[config.mk]
export PLATFORM = sky130hd
export DESIGN_NAME = pcss_top
export DESIGN_NICKNAME = d
export VERILOG_FILES = /design/src/verilog/pcss_pkg.sv /design/src/verilog/pcss_top.sv /design/src/verilog/pcss_sync.sv
export SDC_FILE = /design/constraint.sdc
export NUM_CORES = 1
export LEC_CHECK = 0
export BUFFER_PORTS_ARGS = -buffer_cell sky130_fd_sc_hd__buf_2
export CAP_MARGIN = 20
export CORE_AREA = 2 2 54 56
export DETAILED_ROUTE_END_ITERATION = 16
export DIE_AREA = 0 0 56 58
export GPL_TIMING_DRIVEN = 0
export PLACE_DENSITY = 0.81
export SYNTH_ARGS = -nofsm -noshare
export SYNTH_HDL_FRONTEND = slang
export SYNTH_SLANG_ARGS = --single-unit
export TNS_END_PERCENT = 10
[constraint.sdc]
create_clock -name clk_in -period 1.65 [get_ports clk_in]
set_clock_uncertainty 0.05 [all_clocks]
set_input_delay 0.33 -clock clk_in [delete_from_list [all_inputs] [get_ports clk_in]]
set_output_delay 0.33 -clock clk_in [all_outputs]
set_load 0.1 [all_outputs]
[src/verilog/pcss_pkg.sv]
// package for the pci clock speed select block
package pcss_pkg;

    // ------------------------------------------------------------------
    // register map
    // ------------------------------------------------------------------
    localparam logic [31:0] PCSS_CLK_CFG_ADDR  = 32'h0000_0000; // enable bit lives here
    localparam logic [31:0] PCSS_STATUS_ADDR   = 32'h0000_0004; // live state, read only
    localparam int          PCSS_EN_BIT        = 0;
    localparam int          PCSS_ST_SEL_BIT    = 0;
    localparam int          PCSS_ST_CAP_BIT    = 1;
    localparam int          PCSS_ST_JMP_BIT    = 2;
    localparam logic        PCSS_EN_RESET      = 1'b0;
    localparam logic [31:0] PCSS_ZERO_WORD     = 32'h0000_0000;

    // ------------------------------------------------------------------
    // ahb-lite encodings
    // ------------------------------------------------------------------
    localparam logic [1:0]  PCSS_HTRANS_NONSEQ = 2'h2;
    localparam logic [2:0]  PCSS_HSIZE_WORD    = 3'h2;

    // ------------------------------------------------------------------
    // bus state and synchronised inputs
    // ------------------------------------------------------------------
    typedef enum logic [0:0] {
        PCSS_BUS_IDLE = 1'b0,
        PCSS_BUS_DATA = 1'b1
    } pcss_bus_state_t;

    typedef struct packed {
        logic       write;
        logic       word;
        logic [3:0] index;
    } pcss_req_t;

    typedef struct packed {
        logic cap;     // all slots 66 MHz capable
        logic jumper;  // speed limit shunt fitted
    } pcss_inputs_t;

endpackage : pcss_pkg

[src/verilog/pcss_top.sv]
// pci clock speed select: drives the clock generator 33/66 MHz select
`timescale 1ns/10ps
module pcss_top
    import pcss_pkg::*;
(
    // clock and reset
    input  wire logic        clk_in,
    input  wire logic        sys_rst_in,
    // ahb-lite slave
    input  wire logic        hsel_in,
    input  wire logic [31:0] haddr_in,
    input  wire logic [1:0]  htrans_in,
    input  wire logic        hwrite_in,
    input  wire logic [2:0]  hsize_in,
    input  wire logic        hready_in,
    input  wire logic [31:0] hwdata_in,
    output logic      [31:0] hrdata_out,
    output logic             hreadyout_out,
    output logic             hresp_out,
    // board pins
    input  wire logic        pci_m66_capable_in,
    input  wire logic        speed_limit_jumper_in,
    output logic             clock_speed_select_out
);

    // ------------------------------------------------------------------
    // decode helpers
    // ------------------------------------------------------------------
    function automatic logic pcss_hit(input logic [31:0] addr, input logic [31:0] base);
        pcss_hit = (addr == base);
    endfunction : pcss_hit

    // ------------------------------------------------------------------
    // input synchronisation
    // ------------------------------------------------------------------
    pcss_inputs_t    raw_in;
    pcss_inputs_t    sync_in;
    pcss_bus_state_t bus_state_reg;
    pcss_req_t       req_reg;
    logic            fast_clock_enable_reg;
    logic            sel_next;
    logic            accept;
    logic            en_write;
    logic            fast_clock_enable_next;

    assign raw_in = '{cap: pci_m66_capable_in, jumper: speed_limit_jumper_in};

    pcss_sync #(
        .WIDTH    (2)
    ) u_sync (
        .clk_in   (clk_in),
        .sys_rst_in (sys_rst_in),
        .async_in (raw_in),
        .sync_out (sync_in)
    );

    // ------------------------------------------------------------------
    // select logic
    // ------------------------------------------------------------------
    // any single control pulls the clocks down to 33 MHz
    assign sel_next = sync_in.cap & fast_clock_enable_reg & ~sync_in.jumper;

    // registered so the generator pin never glitches; recomputed every
    // cycle so a slow card drops the rate without software help
    always_ff @(posedge clk_in) begin
        if (sys_rst_in) begin
            clock_speed_select_out <= 1'b0;
        end else begin
            clock_speed_select_out <= sel_next;
        end
    end

    // ------------------------------------------------------------------
    // ahb-lite slave
    // ------------------------------------------------------------------
    assign accept = hsel_in & hready_in & htrans_in[1];

    // a read right behind a write shares the edge on which the write lands,
    // so it must see the bit being written rather than the stale one
    assign en_write = (bus_state_reg == PCSS_BUS_DATA) & req_reg.write & req_reg.word
                      & (req_reg.index == 4'h1);
    assign fast_clock_enable_next = en_write ? hwdata_in[PCSS_EN_BIT] : fast_clock_enable_reg;

    // address phase capture; zero wait state data phase
    always_ff @(posedge clk_in) begin
        if (sys_rst_in) begin
            bus_state_reg <= PCSS_BUS_IDLE;
            req_reg       <= '0;
        end else begin
            bus_state_reg <= accept ? PCSS_BUS_DATA : PCSS_BUS_IDLE;
            if (accept) begin
                req_reg.write <= hwrite_in;
                req_reg.word  <= (hsize_in == PCSS_HSIZE_WORD);
                req_reg.index <= pcss_hit(haddr_in, PCSS_CLK_CFG_ADDR) ? 4'h1 :
                                 pcss_hit(haddr_in, PCSS_STATUS_ADDR)  ? 4'h2 : 4'h0;
            end
        end
    end

    // enable bit; narrow writes are ignored since only words are legal
    always_ff @(posedge clk_in) begin
        if (sys_rst_in) begin
            fast_clock_enable_reg <= PCSS_EN_RESET;
        end else begin
            case (bus_state_reg)
                PCSS_BUS_DATA: begin
                    if (req_reg.write && req_reg.word && req_reg.index == 4'h1) begin
                        fast_clock_enable_reg <= hwdata_in[PCSS_EN_BIT];
                    end
                end
                default: begin
                    fast_clock_enable_reg <= fast_clock_enable_reg;
                end
            endcase
        end
    end

    // read data registered at the address phase; unmapped reads zero
    always_ff @(posedge clk_in) begin
        if (sys_rst_in) begin
            hrdata_out    <= PCSS_ZERO_WORD;
            hreadyout_out <= 1'b1;
            hresp_out     <= 1'b0;
        end else begin
            hreadyout_out <= 1'b1;
            hresp_out     <= 1'b0;
            hrdata_out    <= PCSS_ZERO_WORD;
            if (accept && !hwrite_in) begin
                if (pcss_hit(haddr_in, PCSS_CLK_CFG_ADDR)) begin
                    hrdata_out[PCSS_EN_BIT] <= fast_clock_enable_next;
                end else if (pcss_hit(haddr_in, PCSS_STATUS_ADDR)) begin
                    hrdata_out[PCSS_ST_SEL_BIT] <= clock_speed_select_out;
                    hrdata_out[PCSS_ST_CAP_BIT] <= sync_in.cap;
                    hrdata_out[PCSS_ST_JMP_BIT] <= sync_in.jumper;
                end
            end
        end
    end

    // ------------------------------------------------------------------
    // assertions
    // ------------------------------------------------------------------
    slow_card_low_a: assert property (@(posedge clk_in) disable iff (sys_rst_in)
        !sync_in.cap |=> !clock_speed_select_out)
        else $error("select high while a slow card is present");

    enable_reset_a: assert property (@(posedge clk_in)
        sys_rst_in |=> !fast_clock_enable_reg)
        else $error("enable bit not cleared by reset");

    disabled_low_a: assert property (@(posedge clk_in) disable iff (sys_rst_in)
        !fast_clock_enable_reg |=> !clock_speed_select_out)
        else $error("select high while enable bit clear");

    jumper_low_a: assert property (@(posedge clk_in) disable iff (sys_rst_in)
        sync_in.jumper |=> !clock_speed_select_out)
        else $error("select high with jumper fitted");

    all_high_a: assert property (@(posedge clk_in) disable iff (sys_rst_in)
        (sync_in.cap && fast_clock_enable_reg && !sync_in.jumper)
        |=> clock_speed_select_out)
        else $error("select low although all conditions allow 66 MHz");

    auto_follow_a: assert property (@(posedge clk_in) disable iff (sys_rst_in)
        $fell(pci_m66_capable_in) ##1 !pci_m66_capable_in
        |-> ##[1:2] !clock_speed_select_out)
        else $error("select did not drop after slot capability fell");

    write_en_a: assert property (@(posedge clk_in) disable iff (sys_rst_in)
        (hsel_in && hready_in && htrans_in == PCSS_HTRANS_NONSEQ && hwrite_in
         && hsize_in == PCSS_HSIZE_WORD && haddr_in == PCSS_CLK_CFG_ADDR)
        ##1 1'b1 |=> fast_clock_enable_reg == $past(hwdata_in[0]))
        else $error("enable bit write not stored");

    narrow_ign_a: assert property (@(posedge clk_in) disable iff (sys_rst_in)
        (accept && hwrite_in && hsize_in != PCSS_HSIZE_WORD) ##1 1'b1
        |=> $stable(fast_clock_enable_reg))
        else $error("narrow write changed the enable bit");

    sync_delay_a: assert property (@(posedge clk_in) disable iff (sys_rst_in)
        $rose(speed_limit_jumper_in) ##1 speed_limit_jumper_in
        |-> ##1 sync_in.jumper)
        else $error("jumper not synchronised in two cycles");

    cap_sync_a: assert property (@(posedge clk_in) disable iff (sys_rst_in)
        $rose(pci_m66_capable_in) ##1 pci_m66_capable_in
        |-> ##1 sync_in.cap)
        else $error("capability not synchronised in two cycles");

    sel_steady_a: assert property (@(posedge clk_in) disable iff (sys_rst_in)
        ($stable(sync_in) && $stable(fast_clock_enable_reg))
        |=> $stable(clock_speed_select_out))
        else $error("select moved although its inputs held still");

    unmapped_ign_a: assert property (@(posedge clk_in) disable iff (sys_rst_in)
        (accept && hwrite_in && haddr_in != PCSS_CLK_CFG_ADDR) ##1 1'b1
        |=> $stable(fast_clock_enable_reg))
        else $error("write to another address changed the enable bit");

    cfg_read_a: assert property (@(posedge clk_in) disable iff (sys_rst_in)
        (accept && !hwrite_in && haddr_in == PCSS_CLK_CFG_ADDR && !en_write)
        |=> hrdata_out == {31'h0, $past(fast_clock_enable_reg)})
        else $error("config read does not return the enable bit");

    status_read_a: assert property (@(posedge clk_in) disable iff (sys_rst_in)
        (accept && !hwrite_in && haddr_in == PCSS_STATUS_ADDR)
        |=> hrdata_out[PCSS_ST_SEL_BIT] == $past(clock_speed_select_out))
        else $error("status read does not show the live select");

    rdata_idle_a: assert property (@(posedge clk_in) disable iff (sys_rst_in)
        !(accept && !hwrite_in)
        |=> hrdata_out == PCSS_ZERO_WORD)
        else $error("read data not zero outside a read data phase");

    bus_okay_a: assert property (@(posedge clk_in) disable iff (sys_rst_in)
        hreadyout_out && !hresp_out)
        else $error("bus slave stalled or answered with an error");

endmodule : pcss_top

[src/verilog/pcss_sync.sv]
// two-flop synchroniser for the slot and jumper levels
`timescale 1ns/10ps
module pcss_sync
    import pcss_pkg::*;
#(
    parameter int WIDTH = 2
) (
    // clock and reset
    input  wire logic             clk_in,
    input  wire logic             sys_rst_in,
    // levels
    input  wire logic [WIDTH-1:0] async_in,
    output logic      [WIDTH-1:0] sync_out
);

    logic [WIDTH-1:0] stage1_reg;

    // first stage is read only by the second
    always_ff @(posedge clk_in) begin
        if (sys_rst_in) begin
            stage1_reg <= '0;
            sync_out   <= '0;
        end else begin
            stage1_reg <= async_in;
            sync_out   <= stage1_reg;
        end
    end

endmodule : pcss_sync

# --- After elaboration in Yosys (flattened, before gate mapping) ---
# Cells that the tools add are included.
totals:
  ff_bits: 45
  input_bits: 76
  output_inout_bits: 35
op_classes:
  n_eq_ne: 3
  mux: 6
  bitwise: 10
  n_reduce_logical: 8
ops:
  columns: ["op", "count"]
  rows:
  - ["equality test 32 x 3 -> 1 bit, second input constant", 1]
  - ["zero test 32 bit", 1]
  - ["AND 1 bit", 7]
  - ["equality test 4 x 1 -> 1 bit, second input constant", 1]
  - ["two-way mux 2 bit", 2]
  - ["OR reduction 4 bit", 1]
  - ["equality test 3 x 2 -> 1 bit, second input constant", 1]
  - ["logical AND 1 bit", 3]
  - ["two-way mux 1 bit", 3]
  - ["two-way mux 3 bit", 1]
  - ["inverter 1 bit", 3]
  - ["AND reduction 2 bit", 1]
  - ["OR reduction 2 bit", 1]
  - ["zero test 1 bit", 1]

# --- Depth between registers and ports, before layout ---
# Gate-level depths: netlist (run 1).
depth:
  word_depth: 5
  depth_mapped: 4

# --- Modules after synthesis ---
# A second synthesis (run 1) with hierarchy kept.
unflattened:
  hier_cells: 86
  area_unflattened_um2: 782.0
by_module_without_submodules:
  columns: ["mod", "n_inst", "cells_each", "area_per_inst_um2"]
  rows:
  - ["pcss_top", 1, 78, 676.9]
  - ["pcss_sync", 1, 8, 105.1]

# --- Least setup slack after synthesis (run 1) ---
# Ideal clock, no wire load.
synth_timing:
  path_kind: "reg2reg"
  startpoint: "register clock_speed_select_out"
  endpoint: "register hrdata_out[0]"
  arrival_time_ns: 1.259
  path_slack_ns: 0.281
  path_stages_with_launch: 3
  n_path_buf: 0
  period_less_slack_ns: 1.369
  cell_sequence: "dfxtp_1 nand2b_1 o2111a_1"
synth_via:
  elab_chain_cells: 2
synth_rtl:
  columns: ["element", "line_no", "rtl"]
  rows:
  - ["from (decl)", "pcss_top.sv:23", "output logic clock_speed_select_out"]
  - ["from (signal assigned)", "pcss_top.sv:69", "clock_speed_select_out <= sel_next;"]
  - ["two-way mux 3 bit", "pcss_top.sv:131", "end else if (pcss_hit(haddr_in, PCSS_STATUS_ADDR)) begin"]
  - ["two-way mux 1 bit", "pcss_top.sv:129", "if (pcss_hit(haddr_in, PCSS_CLK_CFG_ADDR)) begin"]
  - ["to (signal, indexed assignment)", "pcss_top.sv:130", "hrdata_out[PCSS_EN_BIT] <= fast_clock_enable_next;"]
  - ["to (signal, indexed assignment)", "pcss_top.sv:132", "hrdata_out[PCSS_ST_SEL_BIT] <= clock_speed_select_out;"]
  - ["to (signal, indexed assignment)", "pcss_top.sv:133", "hrdata_out[PCSS_ST_CAP_BIT] <= sync_in.cap;"]
  - ["to (decl)", "pcss_top.sv:17", "output logic [31:0] hrdata_out,"]
# No other way between the ends.
# A chain may end at the register's enable or synchronous reset.

# --- Final worst setup path (run 1) ---
layout_timing:
  startpoint: "register clock_speed_select_out"
  endpoint: "output clock_speed_select_out"
# No word-level cell between the ends.

==> impl_metrics.csv, run 1 <==
group,metric,value,unit
detailed_routing,drc,0,
run_status,outcome,"finished clean",
logic_synthesis,yosysSeqAreaShare,36.0,%
hold_path,hold_end,"u_sync.stage1_reg[0]$_SDFF_PP0_",
flow_run,maxCapViolations,0,
critical_path,cp_top_family,"buffers and inverters",
detailed_routing,ant_nets,0,
detailed_routing,viasPerCell,3.76,
sta,period_needed,1.39,ns
clocking,htreeDepth,1,
sta,whs,0.213,ns
clocking,cts_tree,"yes",
logic_synthesis,netlist.area_leader.share,36.0,%
clocking,cts_hold_buf,0,
clocking,cts_resized,0,
clocking,clkTransAtPathRegs,0.08,ns
sta,setup_viol,0,
placed_design,portBuffers,47,
placed_design,pre_cts_slack,0.212,ns
sta,period_share,84.5,%
detailed_routing,wire_per_inst,8.04,µm
placed_design,gp_congestion,0.682,
logic_synthesis,synthMostInstantiatedCell,"buf_4",
clocking,clockBufferDepth,2,
critical_path,timing.reg2reg.setup_slack,0.35,ns
logic_synthesis,ys_ff_latch,14,
global_route,antenna_found_initial,0,
floorplanning,die_h,58,µm
cells_and_area,layout.cells.non_filler,197,
logic_synthesis,synth.avg_cell_area,9.05,µm²
critical_path,critPathMaxStageDelay,0.42,ns
clocking,cts.sinks,14,
critical_path,worstPathMaxFanout,2,
sta,max_freq,717,MHz
sta,final-hold-violation-count,0,
floorplanning,die-area,3250,µm²
clocking,root_buffer,"clkbuf_4",
cells_and_area,drive_above_1_share,51.8,%
floorplanning,die_x,56,µm
pwr,powerDensity,851,nW/µm²
cells_and_area,fin_util,45.0,%
clocking,clk_latency,0.27,ns
hold_path,hold_start,"speed_limit_jumper_in",
logic_synthesis,synth_edf_count,0,
critical_path,path_cells,"buf_2",
floorplanning,placementRows,19,
pwr,power.total,1.02,mW
critical_path,reg2reg_to,"hrdata_out[0]$_SDFF_PP0_",
floorplanning,start_util,29.2,%
sta,drv_slew,0,
pwr,peakVddDrop,378,µV
sta,fin_ws,0.256,ns
sta,tns,0,ns
logic_synthesis,synthDistinctLibCells,23,
logic_synthesis,synth-async-reset-ratio,0,%
critical_path,cp.arrival,1.01,ns
detailed_routing,drt-total-wl,1.58,mm
placed_design,placed_area,1160,µm²
hold_path,hold_class,"primary input to register",
placed_design,placedCellCount,193,
cells_and_area,area_growth_syn_to_layout,53.9,%
placed_design,dp_hpwl,1.38,mm
cells_and_area,finalInstanceArea,1200,µm²
logic_synthesis,synth_area_leader_cell,"dfxtp_1",
critical_path,worstSetupStartpointType,"register",
global_route,grt_pass1_wl,2.56,mm
clocking,post_cts_buffers,0,
floorplanning,core_area,2660,µm²
floorplanning,io_pins,111,
detailed_routing,dr.pass1.iters,4,
logic_synthesis,syn_area,778,µm²
global_route,grt_overflow,0,
logic_synthesis,synthTopCellsByArea,"dfxtp_1, buf_4, nor4_1",
logic_synthesis,yosys-top-cells-count,"buf_4, dfxtp_1, nor4_1",
critical_path,crit_type,"register to output port",
critical_path,crit_slowest_cell,"buf_2",
global_route,grt_usage,9.79,%
clocking,cts_buffers,3,
critical_path,reg2reg_from,"req_reg[4]$_SDFFE_PP0N_",
cells_and_area,fillerInstances,280,
critical_path,r2r_cells,4,
global_route,grt_pass1_vias,675,
critical_path,cp-end-kind,"output port",
pwr,leakage,0.679,nW
logic_synthesis,synth_ff_type,"dfxtp_1",
detailed_routing,dr.first_iter.drc_count,9,
cells_and_area,nets,243,
sta,rsz0062_at_grt,"no",
detailed_routing,num_vias,741,
logic_synthesis,syn-instance-count,86,
global_route,grt_max_degree,11,
cells_and_area,n_antenna_cell,0,
critical_path,worst-path-buf-inv,1,
critical_path,crit_required,1.27,ns
hold_path,min_path_cells,2,
cells_and_area,largest_reg_flops,4,
logic_synthesis,yosys_warnings,0,
routing by layer:
metal	share of wire [%]	vias up	wire length, µm	GRT usage [%]
met5	0	-	0	0
met4	1.5	0	24	5.78
met3	11	4	177	1.79
met2	51	45	803	19.3
met1	37	296	578	9.39
li1	-	396	-	-
cell families after synthesis:
logic type	Yosys count	synth area share, %
other cells	2	0.965
compound gates	4	4.66
buf+inv	33	31.0
mux	2	3.21
simple gates	31	24.1
flops	14	36.0
cell type report:
cell class	instances	area, µm²	share of cell area, %
inverter	1	3.75	0.313
tap	31	38.8	3.24
sequential	14	280	23.4
buffer	32	238	19.9
timing repair buffer	47	235	19.6
multi-input combinational	68	365	30.5
clock buffer	4	36.3	3.03
worst max path at each step:
| stage | start | to | slack (ns) | depth (start not counted) |
|---|---|---|---|---|
| 3_3_place_gp | haddr_in[5] | hrdata_out[0]$_SDFF_PP0_ | 0.22 | 5 |
| 4_1_cts | clock_speed_select_out$_SDFF_PP0_ | clock_speed_select_out | 0.24 | 1 |
| 5_1_grt | clock_speed_select_out$_SDFF_PP0_ | clock_speed_select_out | 0.21 | 1 |
| 2_1_floorplan | clock_speed_select_out$_SDFF_PP0_ | hrdata_out[0]$_SDFF_PP0_ | 0.28 | 2 |
| 6_report | clock_speed_select_out$_SDFF_PP0_ | clock_speed_select_out | 0.26 | 1 |
| 3_5_place_dp | haddr_in[5] | hrdata_out[1]$_SDFF_PP0_ | 0.21 | 5 |
power breakdown:
group / total (mW) / internal, mW / switching (mW) / leakage, nW
Sequential: 0.346 / 0.344 / 0.00179 / 0.114
Clock: 0.237 / 0.134 / 0.103 / 0.0210
Combinational: 0.436 / 0.0944 / 0.342 / 0.544
Total: 1.02 / 0.572 / 0.446 / 0.679
cells in the final DEF (no fill, tap or decap), types with 2 or more instances in the layout:
cell and n:
a32o_1 2, and4_1 2, buf_2 48, buf_4 31
clkbuf_4 3, conb_1 31, dfxtp_1 14, nand4_1 3
nor2_1 3, nor2b_1 5, nor3_1 4, nor4_1 7
(Power assumes the default switching activity.)
==> run 2: changes to the inputs <==
--- a/config.mk
+++ b/config.mk
@@ -5,13 +5,14 @@
 export SDC_FILE = /design/constraint.sdc
 export NUM_CORES = 1
 export LEC_CHECK = 0
+export ABC_AREA = 1
 export BUFFER_PORTS_ARGS = -buffer_cell sky130_fd_sc_hd__buf_2
 export CAP_MARGIN = 20
-export CORE_AREA = 2 2 54 56
+export CORE_AREA = 2 2 60 62
 export DETAILED_ROUTE_END_ITERATION = 16
-export DIE_AREA = 0 0 56 58
+export DIE_AREA = 0 0 62 64
 export GPL_TIMING_DRIVEN = 0
-export PLACE_DENSITY = 0.81
+export PLACE_DENSITY = 0.74
 export SYNTH_ARGS = -nofsm -noshare
 export SYNTH_HDL_FRONTEND = slang
 export SYNTH_SLANG_ARGS = --single-unit
==> constraint.sdc (replaced) <==
create_clock -name clk_in -period 1.21 [get_ports clk_in]
set_clock_uncertainty 0.05 [all_clocks]
set_input_delay 0.242 -clock clk_in [delete_from_list [all_inputs] [get_ports clk_in]]
set_output_delay 0.242 -clock clk_in [all_outputs]
set_load 0.1 [all_outputs]
==> run 2 against run 1 <==
Net effect: highest routed layer is now met3; clock-buffer cell count down 1; wire length is 7.8% higher; global-route usage is 1.7 points lower; sequential share of layout area shrank 2.5 points.
==> impl_metrics.csv, run 2 <==
group,metric,value,unit
logic_synthesis,synth_edf_count,0,
logic_synthesis,syn_area,911,µm²
logic_synthesis,syn-instance-count,133,
global_route,grt_overflow,0,
logic_synthesis,synth-async-reset-ratio,0,%
sta,drv_slew,0,
logic_synthesis,synthDistinctLibCells,18,
critical_path,path_cells,"buf_4",
critical_path,critPathCapture,"hrdata_out[0]",
cells_and_area,multi_input_area,432,µm²
detailed_routing,drc,0,
critical_path,worstSetupStartpointType,"register",
floorplanning,placementRows,21,
sta,period_needed,1.16,ns
floorplanning,die_x,62,µm
cells_and_area,largest_reg_flops,4,
global_route,grt_util_met1,8.26,%
detailed_routing,dr.first_iter.drc_count,16,
sta,period_share,95.5,%
clocking,clkTransAtPathRegs,0.08,ns
clocking,clockBufferDepth,2,
critical_path,worstPathMaxFanout,1,
sta,rsz0062_at_grt,"no",
global_route,antenna_found_initial,0,
logic_synthesis,synthMostInstantiatedCell,"nor2_1",
global_route,busiest_layer,"met2",
logic_synthesis,netlist.area_leader.share,30.8,%
floorplanning,die_h,64,µm
critical_path,crit_type,"register to output port",
clocking,post_cts_buffers,0,
clocking,root_buffer,"clkbuf_4",
critical_path,reg2reg_to,"hrdata_out[0]$_SDFF_PP0_",
hold_path,hold_class,"primary input to register",
clocking,clk_latency,0.27,ns
clocking,cts_buffers,3,
placed_design,placedCellCount,254,
global_route,grt_max_degree,9,
floorplanning,io_pins,111,
pwr,powerDensity,996,nW/µm²
sta,tns,0,ns
critical_path,cp_top_family,"flip-flops",
cells_and_area,ff_latch_area,282,µm²
placed_design,portBuffers,46,
global_route,use_met3,2.83,%
floorplanning,start_util,27.7,%
critical_path,timing.reg2reg.setup_slack,0.19,ns
critical_path,crit_slowest_cell,"dfxtp_1",
global_route,grt_usage,8.08,%
logic_synthesis,synth_ff_type,"dfxtp_1",
cells_and_area,drive_above_1_share,41.7,%
logic_synthesis,yosys_warnings,0,
detailed_routing,num_vias,889,
floorplanning,die-area,3970,µm²
sta,final-hold-violation-count,0,
global_route,grt_pass1_vias,694,
cells_and_area,nets,289,
logic_synthesis,yosysSeqAreaShare,30.8,%
cells_and_area,final_common_cell,"buf_2",
critical_path,startpoint,"hrdata_out[0]$_SDFF_PP0_",
pwr,power.total,1.34,mW
sta,max_freq,865,MHz
floorplanning,core_area,3280,µm²
hold_path,hold_start,"sys_rst_in",
detailed_routing,viasPerCell,3.46,
global_route,grt_use_met2,14.7,%
critical_path,crit_required,0.92,ns
clocking,cts_hold_buf,0,
critical_path,reg2reg_from,"req_reg[5]$_SDFFE_PP0N_",
logic_synthesis,synth.avg_cell_area,6.85,µm²
critical_path,cp-end-kind,"output port",
placed_design,dp_hpwl,1.54,mm
critical_path,cp.arrival,0.86,ns
critical_path,r2r_cells,8,
run_status,outcome,"finished clean",
logic_synthesis,ys_ff_latch,14,
sta,whs,0.116,ns
clocking,cts_tree,"yes",
clocking,cts.sinks,14,
cells_and_area,layout.cells.non_filler,257,
sta,setup_viol,0,
pwr,peakVddDrop,605,µV
critical_path,crit_cells,1,
pwr,leakage,0.780,nW
critical_path,worst-path-buf-inv,1,
clocking,htreeDepth,1,
critical_path,critPathMaxStageDelay,0.31,ns
detailed_routing,ant_nets,0,
detailed_routing,drt-total-wl,1.71,mm
cells_and_area,area_growth_syn_to_layout,48.1,%
logic_synthesis,yosys-top-cells-count,"nor2_1, buf_4, inv_1, nand2_1, dfxtp_1",
logic_synthesis,synthTopCellsByArea,"dfxtp_1, buf_4, nor2_1",
cells_and_area,fillerInstances,349,
flow_run,maxCapViolations,0,
placed_design,gp_congestion,0.753,
logic_synthesis,synth_area_leader_cell,"dfxtp_1",
detailed_routing,wire_per_inst,6.64,µm
detailed_routing,dr.pass1.iters,4,
cells_and_area,n_antenna_cell,0,
cells_and_area,mostFrequentLayoutCells,"buf_2, nor2_1, buf_4",
global_route,grt_pass1_wl,2.48,mm
## run 2: metrics by stage
step	cell area (µm²)	util (%)	setup WS, ns
6_report	1350	41.1	0.0544
5_1_grt	1350	41.1	0.00689
4_1_cts	1340	40.8	0.0190
3_5_place_dp	1310	39.8	0.0373
3_3_place_gp	1310	39.8	0.0580
2_1_floorplan	1020	-	0.00902
## run 2: repair_timing
| action | CTS | global route |
|---|---|---|
| hold endpoints to repair | 0 | 0 |
| setup endpoints to repair | 4 | 2 |
| gates resized for setup | 4 | 2 |
## run 2: final cells by class
cell class              count  share of cell area [%]
clock buffers               3                    1.67
inverters                  17                    4.73
well taps                  46                    4.27
flip-flops and latches     14                    20.9
repair buffers             46                    18.4
multi-input cells          99                    32.0
plain buffers              32                    18.1
## run 2: routing by layer
metal / up-vias / part of all wire [%]
met5: - / 0
met4: 0 / 0
met3: 0 / 14
met2: 51 / 48
met1: 344 / 38
li1: 494 / -
## run 2: how the worst min path moves through the flow
stage / end / slack (ns) / cells after the start
finish: u_sync.sync_out[0]$_SDFF_PP0_ / 0.12 / 2
global placement: u_sync.sync_out[0]$_SDFF_PP0_ / 0.34 / 2
global route: u_sync.sync_out[1]$_SDFF_PP0_ / 0.1 / 2
detailed placement: u_sync.sync_out[0]$_SDFF_PP0_ / 0.34 / 2
floorplan: u_sync.stage1_reg[0]$_SDFF_PP0_ / 0.30 / 2
CTS: u_sync.sync_out[0]$_SDFF_PP0_ / 0.11 / 2
## run 2: logic make-up after synthesis
kind of cell           after synthesis  synth area share (%)
AO/OA/AOI/OAI                        6                  3.85
buffers and inverters               49                  33.8
flip-flops                          14                  30.8
other                                2                 0.824
AND/OR/NAND/NOR                     62                  30.8
## run 2: where the power goes
group          internal (mW)  total (mW)  switching, mW
Sequential             0.474       0.479        0.00468
Clock                  0.115       0.246          0.130
Combinational          0.139       0.620          0.480
